$ cat src/hdl/tce_pkg.sv
// Contract
// - synchronous exceptions report mcause codes 0 to 7 by kind
// - environment call gives code 8 from user mode, 0xb from machine mode
// - software, timer, external interrupts report 0x80000003, 0x80000007, 0x8000000b
// - fast interrupt channels 0 to 15 report 0x80000010 through 0x8000001f
// - illegal instruction loads mtval with the offending instruction word
// - bus fault monitor holds an error code naming the fault cause
// - no response within the access window is flagged as timeout fault
// - protection refusal reports an access fault with protection cause
package tce_pkg;
   localparam logic [31:0] TCE_MC_I_MISAL = 32'h0000_0000;
   localparam logic [31:0] TCE_MC_I_ACC = 32'h0000_0001;
   localparam logic [31:0] TCE_MC_ILLEGAL = 32'h0000_0002;
   localparam logic [31:0] TCE_MC_BREAK = 32'h0000_0003;
   localparam logic [31:0] TCE_MC_L_MISAL = 32'h0000_0004;
   localparam logic [31:0] TCE_MC_L_ACC = 32'h0000_0005;
   localparam logic [31:0] TCE_MC_S_MISAL = 32'h0000_0006;
   localparam logic [31:0] TCE_MC_S_ACC = 32'h0000_0007;
   localparam logic [31:0] TCE_MC_ECALL_U = 32'h0000_0008;
   localparam logic [31:0] TCE_MC_ECALL_M = 32'h0000_000b;
   localparam logic [31:0] TCE_MC_MSI = 32'h8000_0003;
   localparam logic [31:0] TCE_MC_MTI = 32'h8000_0007;
   localparam logic [31:0] TCE_MC_MEI = 32'h8000_000b;
   localparam logic [31:0] TCE_MC_FIRQ0 = 32'h8000_0010;
   localparam int TCE_NUM_FIRQ = 16;
   localparam int TCE_TIMEOUT_CYC = 15;

   // fault cause codes held by the bus fault monitor
   typedef enum logic [1:0] {
      TCE_ERR_NONE = 2'h0,
      TCE_ERR_TIMEOUT = 2'h1,
      TCE_ERR_DEVICE = 2'h2,
      TCE_ERR_PROT = 2'h3
   } tce_err_t;

   typedef enum logic [1:0] {
      TCE_ACC_INSTR = 2'h0,
      TCE_ACC_LOAD = 2'h1,
      TCE_ACC_STORE = 2'h2
   } tce_acc_t;

   // synchronous exception requests from the core, one bit each
   typedef struct packed {
      logic i_misal;
      logic illegal;
      logic brk;
      logic l_misal;
      logic s_misal;
      logic ecall;
   } tce_exc_t;

   // machine interrupt requests
   typedef struct packed {
      logic msi;
      logic mti;
      logic mei;
      logic [15:0] firq;
   } tce_irq_t;

   // bus access watched by the monitor
   typedef struct packed {
      logic req;
      tce_acc_t acc;
      logic ack;
      logic err;
      logic prot;
   } tce_bus_t;
endpackage

$ cat src/hdl/tce_bus_fault_monitor.sv
`timescale 1ns/1ns
module tce_bus_fault_monitor #(
   parameter int TIMEOUT_CYC = tce_pkg::TCE_TIMEOUT_CYC
) (
   input wire logic clk_in,
   input wire logic rst_in,
   input wire tce_pkg::tce_bus_t bus_in,
   output logic fault_out,
   output tce_pkg::tce_acc_t fault_acc_out,
   output tce_pkg::tce_err_t err_code_out
);
   localparam int CW = $clog2(TIMEOUT_CYC + 1);
   logic busy_q;
   logic [CW-1:0] cnt_q;
   tce_pkg::tce_acc_t acc_q;
   tce_pkg::tce_err_t code_q;
   logic fault_q;

   // protection is checked before the access is issued, so it fails at once
   wire prot_hit = bus_in.req && bus_in.prot;
   wire dev_hit = busy_q && bus_in.err;
   wire tmo_hit = busy_q && !bus_in.ack && !bus_in.err && (cnt_q == CW'(TIMEOUT_CYC - 1));
   wire done = busy_q && (bus_in.ack || bus_in.err || tmo_hit);
   wire any_fault = prot_hit || dev_hit || tmo_hit;
   wire tce_pkg::tce_err_t code_d = prot_hit ? tce_pkg::TCE_ERR_PROT :
      dev_hit ? tce_pkg::TCE_ERR_DEVICE :
      tce_pkg::TCE_ERR_TIMEOUT;

   always_ff @(posedge clk_in or posedge rst_in) begin
      if (rst_in) begin
         busy_q <= 1'b0;
         cnt_q <= '0;
         acc_q <= tce_pkg::TCE_ACC_INSTR;
         code_q <= tce_pkg::TCE_ERR_NONE;
         fault_q <= 1'b0;
      end else begin
         fault_q <= any_fault;
         if (bus_in.req && !prot_hit) begin
            busy_q <= 1'b1;
            cnt_q <= '0;
            acc_q <= bus_in.acc;
         end else if (done) begin
            busy_q <= 1'b0;
         end else if (busy_q) begin
            cnt_q <= cnt_q + CW'(1);
         end
         if (prot_hit) begin
            acc_q <= bus_in.acc;
         end
         if (any_fault) begin
            code_q <= code_d;
         end
      end
   end

   assign fault_out = fault_q;
   assign fault_acc_out = acc_q;
   assign err_code_out = code_q;

   AST_TIMEOUT: assert property (@(posedge clk_in) disable iff (rst_in)
      tmo_hit && !bus_in.req |=> fault_out && err_code_out == tce_pkg::TCE_ERR_TIMEOUT)
      else $error("timeout not flagged");
   AST_DEVICE: assert property (@(posedge clk_in) disable iff (rst_in)
      dev_hit && !bus_in.prot |=> fault_out && err_code_out == tce_pkg::TCE_ERR_DEVICE)
      else $error("device error not flagged");
   AST_PROT: assert property (@(posedge clk_in) disable iff (rst_in)
      prot_hit |=> fault_out && err_code_out == tce_pkg::TCE_ERR_PROT)
      else $error("protection fault not flagged");
   AST_HOLD: assert property (@(posedge clk_in) disable iff (rst_in)
      !any_fault |=> $stable(err_code_out))
      else $error("fault code changed without a fault");
endmodule

$ cat src/hdl/tce_trap_cause.sv
`timescale 1ns/1ns
module tce_trap_cause #(
   parameter int TIMEOUT_CYC = tce_pkg::TCE_TIMEOUT_CYC
) (
   input wire logic clk_in,
   input wire logic rst_in,
   input wire tce_pkg::tce_exc_t exc_in,
   input wire logic user_mode_in,
   input wire logic [31:0] instr_in,
   input wire logic [31:0] addr_in,
   input wire tce_pkg::tce_irq_t irq_in,
   input wire tce_pkg::tce_bus_t bus_in,
   output logic trap_out,
   output logic [31:0] mcause_out,
   output logic [31:0] mtval_out,
   output tce_pkg::tce_err_t bus_err_out
);
   logic bus_fault;
   tce_pkg::tce_acc_t bus_acc;
   logic trap_q;
   logic [31:0] mcause_q;
   logic [31:0] mtval_q;

   tce_bus_fault_monitor #(.TIMEOUT_CYC(TIMEOUT_CYC)) u_mon (
      .clk_in(clk_in),
      .rst_in(rst_in),
      .bus_in(bus_in),
      .fault_out(bus_fault),
      .fault_acc_out(bus_acc),
      .err_code_out(bus_err_out)
   );

   function automatic logic [31:0] firq_code(input logic [15:0] req);
      logic [31:0] c;
      c = tce_pkg::TCE_MC_FIRQ0;
      for (int i = tce_pkg::TCE_NUM_FIRQ - 1; i >= 0; i--) begin
         if (req[i]) begin
            c = tce_pkg::TCE_MC_FIRQ0 + 32'(i);
         end
      end
      return c;
   endfunction

   wire [31:0] acc_code = (bus_acc == tce_pkg::TCE_ACC_LOAD) ? tce_pkg::TCE_MC_L_ACC :
      (bus_acc == tce_pkg::TCE_ACC_STORE) ? tce_pkg::TCE_MC_S_ACC : tce_pkg::TCE_MC_I_ACC;
   wire [31:0] ecall_code = user_mode_in ? tce_pkg::TCE_MC_ECALL_U : tce_pkg::TCE_MC_ECALL_M;
   wire any_exc = (|exc_in) || bus_fault;
   wire any_irq = irq_in.msi || irq_in.mti || irq_in.mei || (|irq_in.firq);
   // exceptions outrank interrupts; priority among exceptions fixed here
   wire [31:0] exc_code = bus_fault ? acc_code :
      exc_in.i_misal ? tce_pkg::TCE_MC_I_MISAL :
      exc_in.illegal ? tce_pkg::TCE_MC_ILLEGAL :
      exc_in.brk ? tce_pkg::TCE_MC_BREAK :
      exc_in.ecall ? ecall_code :
      exc_in.l_misal ? tce_pkg::TCE_MC_L_MISAL : tce_pkg::TCE_MC_S_MISAL;
   wire [31:0] irq_code = irq_in.mei ? tce_pkg::TCE_MC_MEI :
      irq_in.msi ? tce_pkg::TCE_MC_MSI :
      irq_in.mti ? tce_pkg::TCE_MC_MTI : firq_code(irq_in.firq);
   wire take_illegal = !bus_fault && !exc_in.i_misal && exc_in.illegal;
   wire [31:0] mcause_d = any_exc ? exc_code : irq_code;
   // illegal keeps the instruction word; other exceptions report the address
   wire [31:0] mtval_d = take_illegal ? instr_in : (any_exc ? addr_in : '0);

   always_ff @(posedge clk_in or posedge rst_in) begin
      if (rst_in) begin
         trap_q <= 1'b0;
         mcause_q <= '0;
         mtval_q <= '0;
      end else begin
         trap_q <= any_exc || any_irq;
         if (any_exc || any_irq) begin
            mcause_q <= mcause_d;
            mtval_q <= mtval_d;
         end
      end
   end

   assign trap_out = trap_q;
   assign mcause_out = mcause_q;
   assign mtval_out = mtval_q;

   // exception causes; each case holds the higher-priority sources off
   AST_I_MISAL: assert property (@(posedge clk_in) disable iff (rst_in)
      exc_in == 6'b100000 && !bus_fault
      |=> mcause_out == tce_pkg::TCE_MC_I_MISAL && mtval_out == $past(addr_in))
      else $error("bad misaligned fetch cause");

   AST_ILLEGAL: assert property (@(posedge clk_in) disable iff (rst_in)
      exc_in == 6'b010000 && !bus_fault
      |=> mcause_out == tce_pkg::TCE_MC_ILLEGAL && mtval_out == $past(instr_in))
      else $error("illegal instruction not reported");

   AST_BREAK: assert property (@(posedge clk_in) disable iff (rst_in)
      exc_in == 6'b001000 && !bus_fault
      |=> mcause_out == tce_pkg::TCE_MC_BREAK)
      else $error("bad breakpoint cause");

   AST_L_MISAL: assert property (@(posedge clk_in) disable iff (rst_in)
      exc_in == 6'b000100 && !bus_fault
      |=> mcause_out == tce_pkg::TCE_MC_L_MISAL)
      else $error("bad misaligned load cause");

   AST_S_MISAL: assert property (@(posedge clk_in) disable iff (rst_in)
      exc_in == 6'b000010 && !bus_fault
      |=> mcause_out == tce_pkg::TCE_MC_S_MISAL)
      else $error("bad misaligned store cause");

   AST_ECALL: assert property (@(posedge clk_in) disable iff (rst_in)
      exc_in == 6'b000001 && !bus_fault
      |=> mcause_out == ($past(user_mode_in) ? tce_pkg::TCE_MC_ECALL_U : tce_pkg::TCE_MC_ECALL_M))
      else $error("bad environment call cause");

   AST_ECALL_U: assert property (@(posedge clk_in) disable iff (rst_in)
      exc_in == 6'b000001 && !bus_fault && user_mode_in
      |=> mcause_out == tce_pkg::TCE_MC_ECALL_U)
      else $error("bad user environment call cause");

   AST_ECALL_M: assert property (@(posedge clk_in) disable iff (rst_in)
      exc_in == 6'b000001 && !bus_fault && !user_mode_in
      |=> mcause_out == tce_pkg::TCE_MC_ECALL_M)
      else $error("bad machine environment call cause");

   AST_EXC_BIT31: assert property (@(posedge clk_in) disable iff (rst_in)
      any_exc
      |=> trap_out && !mcause_out[31] && (mcause_out <= tce_pkg::TCE_MC_S_ACC ||
         mcause_out == tce_pkg::TCE_MC_ECALL_U || mcause_out == tce_pkg::TCE_MC_ECALL_M))
      else $error("bad exception cause");

   // mtval carries the address for every exception but an illegal instruction
   AST_EXC_MTVAL: assert property (@(posedge clk_in) disable iff (rst_in)
      any_exc && !take_illegal
      |=> mtval_out == $past(addr_in))
      else $error("exception value is not the faulting address");

   // interrupt causes
   AST_MSI: assert property (@(posedge clk_in) disable iff (rst_in)
      !any_exc && irq_in.msi && !irq_in.mei
      |=> mcause_out == tce_pkg::TCE_MC_MSI)
      else $error("bad software interrupt cause");

   AST_MTI: assert property (@(posedge clk_in) disable iff (rst_in)
      !any_exc && irq_in.mti && !irq_in.mei && !irq_in.msi
      |=> mcause_out == tce_pkg::TCE_MC_MTI)
      else $error("bad timer interrupt cause");

   AST_MEI: assert property (@(posedge clk_in) disable iff (rst_in)
      !any_exc && irq_in.mei
      |=> mcause_out == tce_pkg::TCE_MC_MEI)
      else $error("bad external interrupt cause");

   AST_IRQ_BIT31: assert property (@(posedge clk_in) disable iff (rst_in)
      !any_exc && any_irq
      |=> trap_out && mcause_out[31])
      else $error("interrupt cause without bit 31");

   AST_IRQ_MTVAL: assert property (@(posedge clk_in) disable iff (rst_in)
      !any_exc && any_irq
      |=> mtval_out == 32'h0)
      else $error("interrupt left a nonzero trap value");

   // exceptions outrank interrupts
   AST_EXC_OVER_IRQ: assert property (@(posedge clk_in) disable iff (rst_in)
      any_exc && any_irq
      |=> !mcause_out[31])
      else $error("interrupt taken over a pending exception");

   // fast channels: lowest index wins
   AST_FIRQ0: assert property (@(posedge clk_in) disable iff (rst_in)
      !any_exc && !irq_in.mei && !irq_in.msi && !irq_in.mti && irq_in.firq[0]
      |=> mcause_out == tce_pkg::TCE_MC_FIRQ0)
      else $error("bad first fast interrupt cause");

   AST_FIRQ: assert property (@(posedge clk_in) disable iff (rst_in)
      !any_exc && !irq_in.mei && !irq_in.msi && !irq_in.mti && irq_in.firq == 16'h8000
      |=> mcause_out == 32'h8000_001f)
      else $error("bad fast interrupt cause");

   AST_FIRQ_RANGE: assert property (@(posedge clk_in) disable iff (rst_in)
      !any_exc && !irq_in.mei && !irq_in.msi && !irq_in.mti && (|irq_in.firq)
      |=> mcause_out >= tce_pkg::TCE_MC_FIRQ0 &&
         mcause_out < tce_pkg::TCE_MC_FIRQ0 + 32'(tce_pkg::TCE_NUM_FIRQ))
      else $error("fast interrupt cause out of range");

   // bus faults by access type; the monitor holds the cause
   AST_BUS_INSTR: assert property (@(posedge clk_in) disable iff (rst_in)
      bus_fault && bus_acc == tce_pkg::TCE_ACC_INSTR
      |=> mcause_out == tce_pkg::TCE_MC_I_ACC)
      else $error("bus fault not mapped to instruction access fault");

   AST_BUS_LOAD: assert property (@(posedge clk_in) disable iff (rst_in)
      bus_fault && bus_acc == tce_pkg::TCE_ACC_LOAD
      |=> mcause_out == tce_pkg::TCE_MC_L_ACC)
      else $error("bus fault not mapped to load access fault");

   AST_BUSACC: assert property (@(posedge clk_in) disable iff (rst_in)
      bus_fault && bus_acc == tce_pkg::TCE_ACC_STORE
      |=> mcause_out == tce_pkg::TCE_MC_S_ACC)
      else $error("bus fault not mapped to store access fault");

   AST_BUS_MTVAL: assert property (@(posedge clk_in) disable iff (rst_in)
      bus_fault
      |=> mtval_out == $past(addr_in))
      else $error("bus fault value is not the faulting address");

   AST_BUS_CODE: assert property (@(posedge clk_in) disable iff (rst_in)
      bus_fault
      |-> bus_err_out != tce_pkg::TCE_ERR_NONE)
      else $error("bus fault without a held cause code");

   // trap strobe and held values
   AST_TRAP_SET: assert property (@(posedge clk_in) disable iff (rst_in)
      any_exc || any_irq
      |=> trap_out)
      else $error("trap source without trap strobe");

   AST_TRAP_CLR: assert property (@(posedge clk_in) disable iff (rst_in)
      !any_exc && !any_irq
      |=> !trap_out && $stable(mcause_out) && $stable(mtval_out))
      else $error("trap state moved without a source");
endmodule

$ cat config.mk
export PLATFORM = sky130hd
export DESIGN_NAME = tce_trap_cause
export DESIGN_NICKNAME = d
export VERILOG_FILES = /design/src/hdl/tce_pkg.sv /design/src/hdl/tce_bus_fault_monitor.sv /design/src/hdl/tce_trap_cause.sv
export SDC_FILE = /design/constraint.sdc
export NUM_CORES = 1
export LEC_CHECK = 0
export ABC_CLOCK_PERIOD_IN_PS = 2200
export BUFFER_PORTS_ARGS = -buffer_cell sky130_fd_sc_hd__buf_2
export CAP_MARGIN = 10
export CORE_AREA = 2 2 114 61
export CTS_BUF_LIST = sky130_fd_sc_hd__clkbuf_16
export CTS_CLUSTER_DIAMETER = 200
export DETAILED_ROUTE_END_ITERATION = 10
export DIE_AREA = 0 0 116 63
export GPL_TIMING_DRIVEN = 0
export HOLD_SLACK_MARGIN = 0.05
export PLACE_DENSITY = 0.79
export SYNTH_ARGS = -nofsm -noshare
export SYNTH_HDL_FRONTEND = slang
export SYNTH_SLANG_ARGS = --single-unit
$ cat constraint.sdc
create_clock -name clk_in -period 2.2 [get_ports clk_in]
set_input_delay 0.44 -clock clk_in [delete_from_list [all_inputs] [get_ports clk_in]]
set_output_delay 0.44 -clock clk_in [all_outputs]
set_load 0.005 [all_outputs]
Yosys cells after proc, flatten, opt, wreduce, memory -nomap -nowiden. Index checks and enable logic that the tools add are counted.

Register bits: 75. Bits of input ports: 98. Word-level logic and storage cells: 82.

Add/subtract/negate cells: 1. Eq/ne operators: 4. Mux-type cells: 40. Reduce and logical (&&, ||, !) cells: 29.

Operators with widths (count): $mux 32 (21); $mux 4 (9); $reduce_or 16->1 (1); $mux 2 (6); $logic_and 1x1->1 (9); $logic_or 1x1->1 (9); $mux 3 (2); $reduce_bool 2->1 (3); $reduce_or 6->1 (1); $logic_not 1->1 (5); $add 4x1->4 const B (1); $eq 4x4->1 const B (1); $eq 2x1->1 const B (1); $eq 2x2->1 const B (1); $mux 1 (2); $ne 2x2->1 const B (1); $reduce_and 2->1 (1).

Depth between registers and ports, before layout. Gate-level depths: netlist (run 1).

Depth in word-level cells: 20. Mapped depth: 7. Mapped depth without buffers: 7.

Cells and area by module. A second synthesis (run 1) with hierarchy kept.

Cell total of the unflattened synthesis: 253. Area total of the unflattened synthesis: 2580.0 um^2.

By module, submodules not included: tce_trap_cause (instances 1, cells each 210, area an instance 2105.8 um^2, seq. area each 975.9 um^2); tce_bus_fault_monitor (instances 1, cells each 43, area an instance 474.2 um^2, seq. area each 250.2 um^2).

Worst setup path after synthesis (run 1). Ideal clock, no wire load.

Path type: reg-to-reg. From: register u_mon.fault_q (netlist: u_mon.fault_out). To: register mtval_q[0] (netlist: mtval_out[0]). Data arrival time: 1.596 ns. Data required time: 2.134 ns. Setup slack: 0.538 ns. Stages on the path, launching flop included: 7. Buffers on the path: 2. Clock period less this slack: 1.662 ns. Cell sequence: dfrtp_1 -> nor4_4 -> and4b_4 -> and4_4 -> buf_12 -> buf_12 -> a221o_1.

Word-level cells in the longest chain between the ends: 4. Elaborated cells on any way between the ends: 7.

RTL lines: from (decl) (RTL line tce_bus_fault_monitor.sv:17) `logic fault_q;`; from (signal assigned) (RTL line tce_bus_fault_monitor.sv:37) `fault_q <= any_fault;`; $logic_not 1->1 (RTL line tce_trap_cause.sv:59) `wire take_illegal = !bus_fault && !exc_in.i_misal && exc_in.illegal;`; $logic_and 1x1->1 (2 in a row) (RTL line tce_trap_cause.sv:59); $mux 32 (RTL line tce_trap_cause.sv:62) `wire [31:0] mtval_d = take_illegal ? instr_in : (any_exc ? addr_in : '0);`; to (signal assigned) (RTL line tce_trap_cause.sv:73) `mtval_q <= mtval_d;`; to (decl) (RTL line tce_trap_cause.sv:22) `logic [31:0] mtval_q;`.

Parallel ways exist; a longest one is shown, timed or not. A chain may end at the register's enable or synchronous reset.

Final worst setup path (run 1).
From: register u_mon.fault_q (netlist: u_mon.fault_out). To: register mtval_q[28] (netlist: mtval_out[28]).

Same word-level chain as after synthesis.

==> flow_summary_export.csv, run 1 <==
group,metric,value,unit
pwr,leakagePower,0.001972,µW
timing,fin_hold_ws,0.1269,ns
finish,layout-drive-gt1-share,42.72,%
yosys,synthDistinctLibCells,37,
global_route,grt_max_degree,32,
pwr,p_per_area,617.1,nW/µm²
yosys,syn-cell-area,2641,µm²
timing,tns,0,ns
global_route,antenna_found_initial,0,
pwr,clockPowerShare,38.3,%
pwr,switching_power,570.4,µW
finish,diodes,0,
yosys,synth.area.top_cells,"dfrtp_1, a221o_1, buf_4, and3_1, buf_12",
floorplanning,core,6359,µm²
pwr,fin_total_pwr,2302,µW
global_route,grt_use_total,20.74,%
placed_design,portBuffers,138,
placed_design,place_area,3561,µm²
timing,period_share,92.92,%
clock_tree,ctsResizeCount,0,
route,antenna_left,0,
global_route,grt_overflow,0,
placed_design,dp_hpwl,6.012,mm
pwr,p_int,1731,µW
run,cap_violations,0,
clock_tree,cts_root_buf,"clkbuf_16",
worst_setup_path,crit_fanout,10,
placed_design,place.gp.congestion,0.8968,
finish,design_area,3730,µm²
floorplanning,die_width,116,µm
clock_tree,insertion_delay,0.29,ns
worst_setup_path,worstSetupStartpointType,"flip-flop",
timing,max_freq,489.2,MHz
finish,fillers,585,
worst_setup_path,cp.required,2.37,ns
route,drt_iter0_markers,138,
clock_tree,post_cts.repair.setup_buffers,0,
worst_setup_path,endpoint_kind,"flip-flop",
floorplanning,die-height,63,µm
finish,fin_nets,526,
floorplanning,placementRows,21,
route,wire_per_inst,14.65,µm
clock_tree,holdBufCountCts,0,
yosys,yosysSeqAreaShare,46.42,%
pwr,p_seq_share,44.0,%
floorplanning,start_util,41.54,%
finish,multi_input_comb_area,1175,µm²
route,remaining_drc_errors,0,
floorplanning,die-area,7308,µm²
min_path,min_path_type,"input pin to asynchronous set/reset pin",
route,vias,2540,
yosys,synth_edf_count,0,
pwr,combPwrFrac,17.8,%
yosys,synthArstFlopShare,100.0,%
clock_tree,clk_pin_slew,0.07,ns
finish,regArea,1226,µm²
yosys,yosysTopAreaCell,"dfrtp_1",
worst_setup_path,r2r_setup_slack,0.16,ns
clock_tree,cts_tree,"done",
run_status,status,"finished clean",
route,vias_per_cell,4.903,
yosys,yosysWarnings,0,
timing,min_period,2.044,ns
timing,timing.final.max_slew_violations,0,
clock_tree,cts.sinks,49,
route,wl,7.588,mm
worst_setup_path,worstPathArrival,2.22,ns
timing,tightest_slew,0.5315,ns
yosys,synth-seq-cells,49,
timing,fin_skew,0.008732,ns
yosys,synthFlopType,"dfrtp_1",
floorplanning,io-pin-count,165,
route,dr.pass1.iters,5,
worst_setup_path,crit_type,"flip-flop to flip-flop",
pwr,sw_frac_of_total,24.78,%
yosys,synth_area_per_cell,10.40,µm²
timing,rsz0062_at_grt,"no",
timing,slew_headroom,64.24,%
global_route,grt_pass1_vias,2350,
finish,utilization,58.66,%
clock_tree,clockBufferDepth,2,
yosys,yosysTopAreaCellShare,46.42,%
timing,finalHoldViolCount,0,
finish,syn2layout_area_growth,41.21,%
pwr,peakVddDrop,0.2947,mV
clock_tree,cts_max_level,2,
global_route,grt_first_pass_wirelength,11.61,mm
clock_tree,cts_buffers,5,
timing,setup_violations,0,
yosys,syn_inst,254,
cell usage after synthesis, drive strengths merged (6+ instances only):
cell type  number
o21ai           8
inv             9
a221o          34
nor4            6
and3           32
dfrtp          49
nand2          15
buf            30
a21oi           6
nor2           16
clkbuf         10
cell families (layout without fill, tap and decap cells):
logic type	after synthesis	after routing	synth area share (%)
buffers and inverters	49	196	12.65
muxes	2	2	0.8053
DFF	49	49	46.42
and+or+nand+nor	90	90	19.18
AOI/OAI and AO/OA	58	58	18.71
other	1	26	0.1420
xor gates and xnor gates	2	2	0.6633
adders and majority gates	3	3	1.421
power groups by stage:
| stage | sequential, µW | combinational, µW | clock [µW] |
|---|---|---|---|
| after floorplan | 1030 | 197 | 0 |
| after global placement | 1020 | 396 | 0 |
| after detailed placement | 1030 | 410 | 0 |
| after CTS | 1010 | 411 | 904 |
| after global routing | 1020 | 459 | 946 |
| final | 1010 | 409 | 881 |
final timing paths:
check / end / cells past startpoint / startpoint
worst min-delay path: mtval_out[22] / 2 / rst_in
max in group asynchronous: mtval_out[17] / 3 / rst_in
worst min register to register: u_mon.err_code_out[1] / 2 / u_mon.err_code_out[1]
min in group clk_in: u_mon.fault_acc_out[0] / 3 / bus_in[3]
worst max-delay path: mtval_out[28] / 5 / u_mon.fault_out
worst max register to register: mtval_out[28] / 5 / u_mon.fault_out
placed cells by master, fill, tap and decap left out, types with 2 or more instances in the layout:
master	instances
nand2_1	15
nand3_1	3
conb_1	26
buf_2	138
clkbuf_1	10
and2_1	2
clkbuf_16	5
nor2_1	16
buf_12	4
buf_4	27
or3_1	2
nor3_1	4
a22oi_1	2
nor2b_1	2
a221o_1	34
and3_1	32
a21oi_1	6
nand2b_1	4
inv_1	8
o31ai_1	2
o21ai_0	8
dfrtp_1	49
ha_1	3
nor4_1	5
through the flow:
stage	instances	worst slack, ns
4_1_cts	518	0.1592
3_5_place_dp	510	0.06388
2_1_floorplan	279	0.5381
6_report	518	0.1558
3_3_place_gp	509	-0.07238
5_1_grt	518	0.0006772
registers in the layout (all words and copies together) (netlist names):
| name | flops |
|---|---|
| mcause_out | 6 |
| mtval_out | 32 |
| trap_out | 1 |
| u_mon.busy_q | 1 |
| u_mon.cnt_q | 4 |
| u_mon.err_code_out | 2 |
| u_mon.fault_acc_out | 2 |
| u_mon.fault_out | 1 |
per-layer routing:
metal	vias to the layer above	track usage [%]	part of all wire, %	routed length, µm
li1	1245	-	-	-
met4	0	4.613	0.57	43
met5	-	0	0	0
met2	109	30.63	42	3215
met3	5	5.820	8.6	654
met1	1181	30.28	48	3675
final cells by class:
class / instances / area share, %
multi-input cells: 181 / 31.50
well taps: 92 / 3.086
clock buffers: 5 / 3.355
plain buffers: 40 / 8.051
clock inverters: 3 / 1.174
inverters: 9 / 0.9057
flip-flops and latches: 49 / 32.87
repair buffers: 139 / 19.05
worst max-delay path: stages, from the launching register on:
cell,delay [ns]
dfrtp_1,0.46
nor4_4,0.39
nand2_1,0.24
clkbuf_1,0.31
and3_1,0.26
a221o_1,0.26
Power figures use the tool's default switching activity.
==> inputs of run 2 (changes only) <==
ABC_CLOCK_PERIOD_IN_PS = 1900   (was 2200)
TNS_END_PERCENT = 20   (was unset)
clock period = 1.9 ns   (was 2.2 ns; I/O delays follow)
==> run 2 against run 1 <==
  * Hold slack lost 0.058 ns
  * Core utilization is 0.18 points higher
  * First-iteration DRC count is 5.1% higher
  * Die area unchanged
  * Sequential share of layout area fell by 0.066 points
  * Power is 16% higher
  * Combinational power rose by 16%
  * Global-route usage barely moved
==> flow_summary_export.csv, run 2 (synthesis gave the netlist of run 1 again) <==
group,metric,value,unit
clock_tree,cts_root_buf,"clkbuf_16",
worst_setup_path,worstSetupStartpointType,"flip-flop",
finish,design_area,3741,µm²
floorplanning,core,6359,µm²
finish,final_common_cell,"buf_2",
global_route,grt_max_degree,32,
placed_design,pre_cts_slack,-0.1761,ns
route,drt_iter0_markers,145,
worst_setup_path,critPathTopFamily,"simple AND/OR/NAND/NOR gates",
run,cap_violations,0,
worst_setup_path,worstPathCellList,"nor4_4, and4b_4, and4_4, buf_12, buf_12, a221o_1",
clock_tree,cts.sinks,49,
floorplanning,die_width,116,µm
placed_design,place_area,3561,µm²
worst_setup_path,critical_path_buf_inv_count,2,
worst_setup_path,cp.required,2.13,ns
clock_tree,clockBufferDepth,2,
worst_setup_path,critPathMostFrequentCell,"buf_12",
clock_tree,cts_buffers,5,
pwr,peakVddDrop,0.3401,mV
route,antenna_left,0,
worst_setup_path,endpoint_kind,"flip-flop",
clock_tree,cts_tree,"done",
worst_setup_path,crit_type,"flip-flop to flip-flop",
timing,max_freq,553.8,MHz
worst_setup_path,r2r_cells,6,
finish,largest_reg_flops,32,
worst_setup_path,critPathSlowestCell,"dfrtp_2",
finish,final_cell_mix,"buf_2, dfrtp_1, a221o_1, and3_1, buf_4",
timing,setup_violations,0,
finish,diodes,0,
global_route,grt_use_total,20.78,%
timing,fin_skew,0.007879,ns
clock_tree,clk_pin_slew,0.07,ns
timing,finalHoldViolCount,0,
pwr,leakagePower,0.001983,µW
route,remaining_drc_errors,0,
floorplanning,start_util,41.54,%
min_path,min_path_type,"input pin to asynchronous set/reset pin",
global_route,grt_pass1_vias,2346,
timing,slew_headroom,63.91,%
placed_design,portBuffers,138,
timing,fin_hold_ws,0.06902,ns
timing,fin_ws,0.09418,ns
global_route,grt_first_pass_wirelength,11.64,mm
placed_design,dp_hpwl,6.012,mm
clock_tree,cts_max_level,2,
route,vias,2579,
route,dr.pass1.iters,4,
floorplanning,placementRows,21,
worst_setup_path,slowest_delay,0.46,ns
run_status,status,"finished clean",
worst_setup_path,critical_path_depth,6,
worst_setup_path,worstPathArrival,2.04,ns
finish,utilization,58.84,%
worst_setup_path,crit_fanout,10,
pwr,p_per_area,714.2,nW/µm²
placed_design,place.gp.congestion,0.8968,
route,vias_per_cell,4.979,
finish,fin_nets,526,
floorplanning,io-pin-count,165,
finish,layout-drive-gt1-share,44.37,%
timing,period_share,95.04,%
global_route,antenna_found_initial,0,
timing,min_period,1.806,ns
timing,timing.final.max_slew_violations,0,
timing,rsz0062_at_grt,"no",
placed_design,dp_cells,510,
finish,post_layout_nonfiller_instances,518,
route,wl,7.648,mm
global_route,grt_overflow,0,
floorplanning,die-area,7308,µm²
route,wire_per_inst,14.76,µm
timing,tightest_slew,0.5365,ns
finish,syn2layout_area_growth,41.64,%
clock_tree,insertion_delay,0.29,ns
floorplanning,die-height,63,µm
run 2: cell count changes in the layout (fill, tap and decap cells not counted):
cell | previous run | this run
clkbuf_1 | 10 | 6
clkbuf_2 | 0 | 4
dfrtp_1 | 49 | 48
dfrtp_2 | 0 | 1
nand2_1 | 15 | 13
nand2_2 | 0 | 2
o21ai_0 | 8 | 7
o21ai_1 | 0 | 1
run 2: layout make-up:
class / count / area [µm²]
fillers: 584 / 2618
inverters: 9 / 33.78
clock inverters: 3 / 43.79
flip-flops and latches: 49 / 1227
clock buffers: 5 / 125.1
well taps: 92 / 115.1
repair buffers: 139 / 710.7
plain buffers: 40 / 305.3
multi-input cells: 181 / 1180
run 2: path summary, 6_finish.rpt:
| path | from | slack [ns] | to |
|---|---|---|---|
| max | u_mon.fault_out | 0.09 | mtval_out[24] |
| min | rst_in | 0.07 | mtval_out[22] |
| max reg2reg | u_mon.fault_out | 0.09 | mtval_out[24] |
| min reg2reg | u_mon.err_code_out[1] | 0.48 | u_mon.err_code_out[1] |
| max in group asynchronous | rst_in | 1.31 | mtval_out[15] |
| min in group clk_in | bus_in[3] | 0.29 | u_mon.fault_acc_out[0] |
run 2: timing repair:
action	4_1_cts	5_1_grt
setup endpoints to repair	33	22
pin swaps	1	0
gates cloned	0	0
gates resized for setup	3	7
hold buffers	0	0
buffers inserted	0	0
run 2: where the power goes:
group	total, µW	internal (µW)	switching (µW)
sequential	1170	1120	49.5
clock	1020	624	399
combinational	476	258	217
run 2: through the flow:
step                power [µW]  setup TNS (ns)
global route              2808               0
global placement          1644          -19.30
CTS                       2694               0
floorplan                 1420               0
finish                    2672               0
detailed placement        1664          -3.619
run 2: worst reg2reg max path: cells and delay by family (launching register included):
family | cells | cell delay (ns)
compound gates | 1 | 0.15
buf+inv | 2 | 0.28
flops | 1 | 0.46
simple gates | 3 | 0.86
run 2: metal layers:
layer | GRT usage [%] | part of all wire (%)
met5 | 0 | 0
met2 | 30.63 | 42
met1 | 30.40 | 49
met4 | 4.613 | 0.69
met3 | 5.820 | 8.5
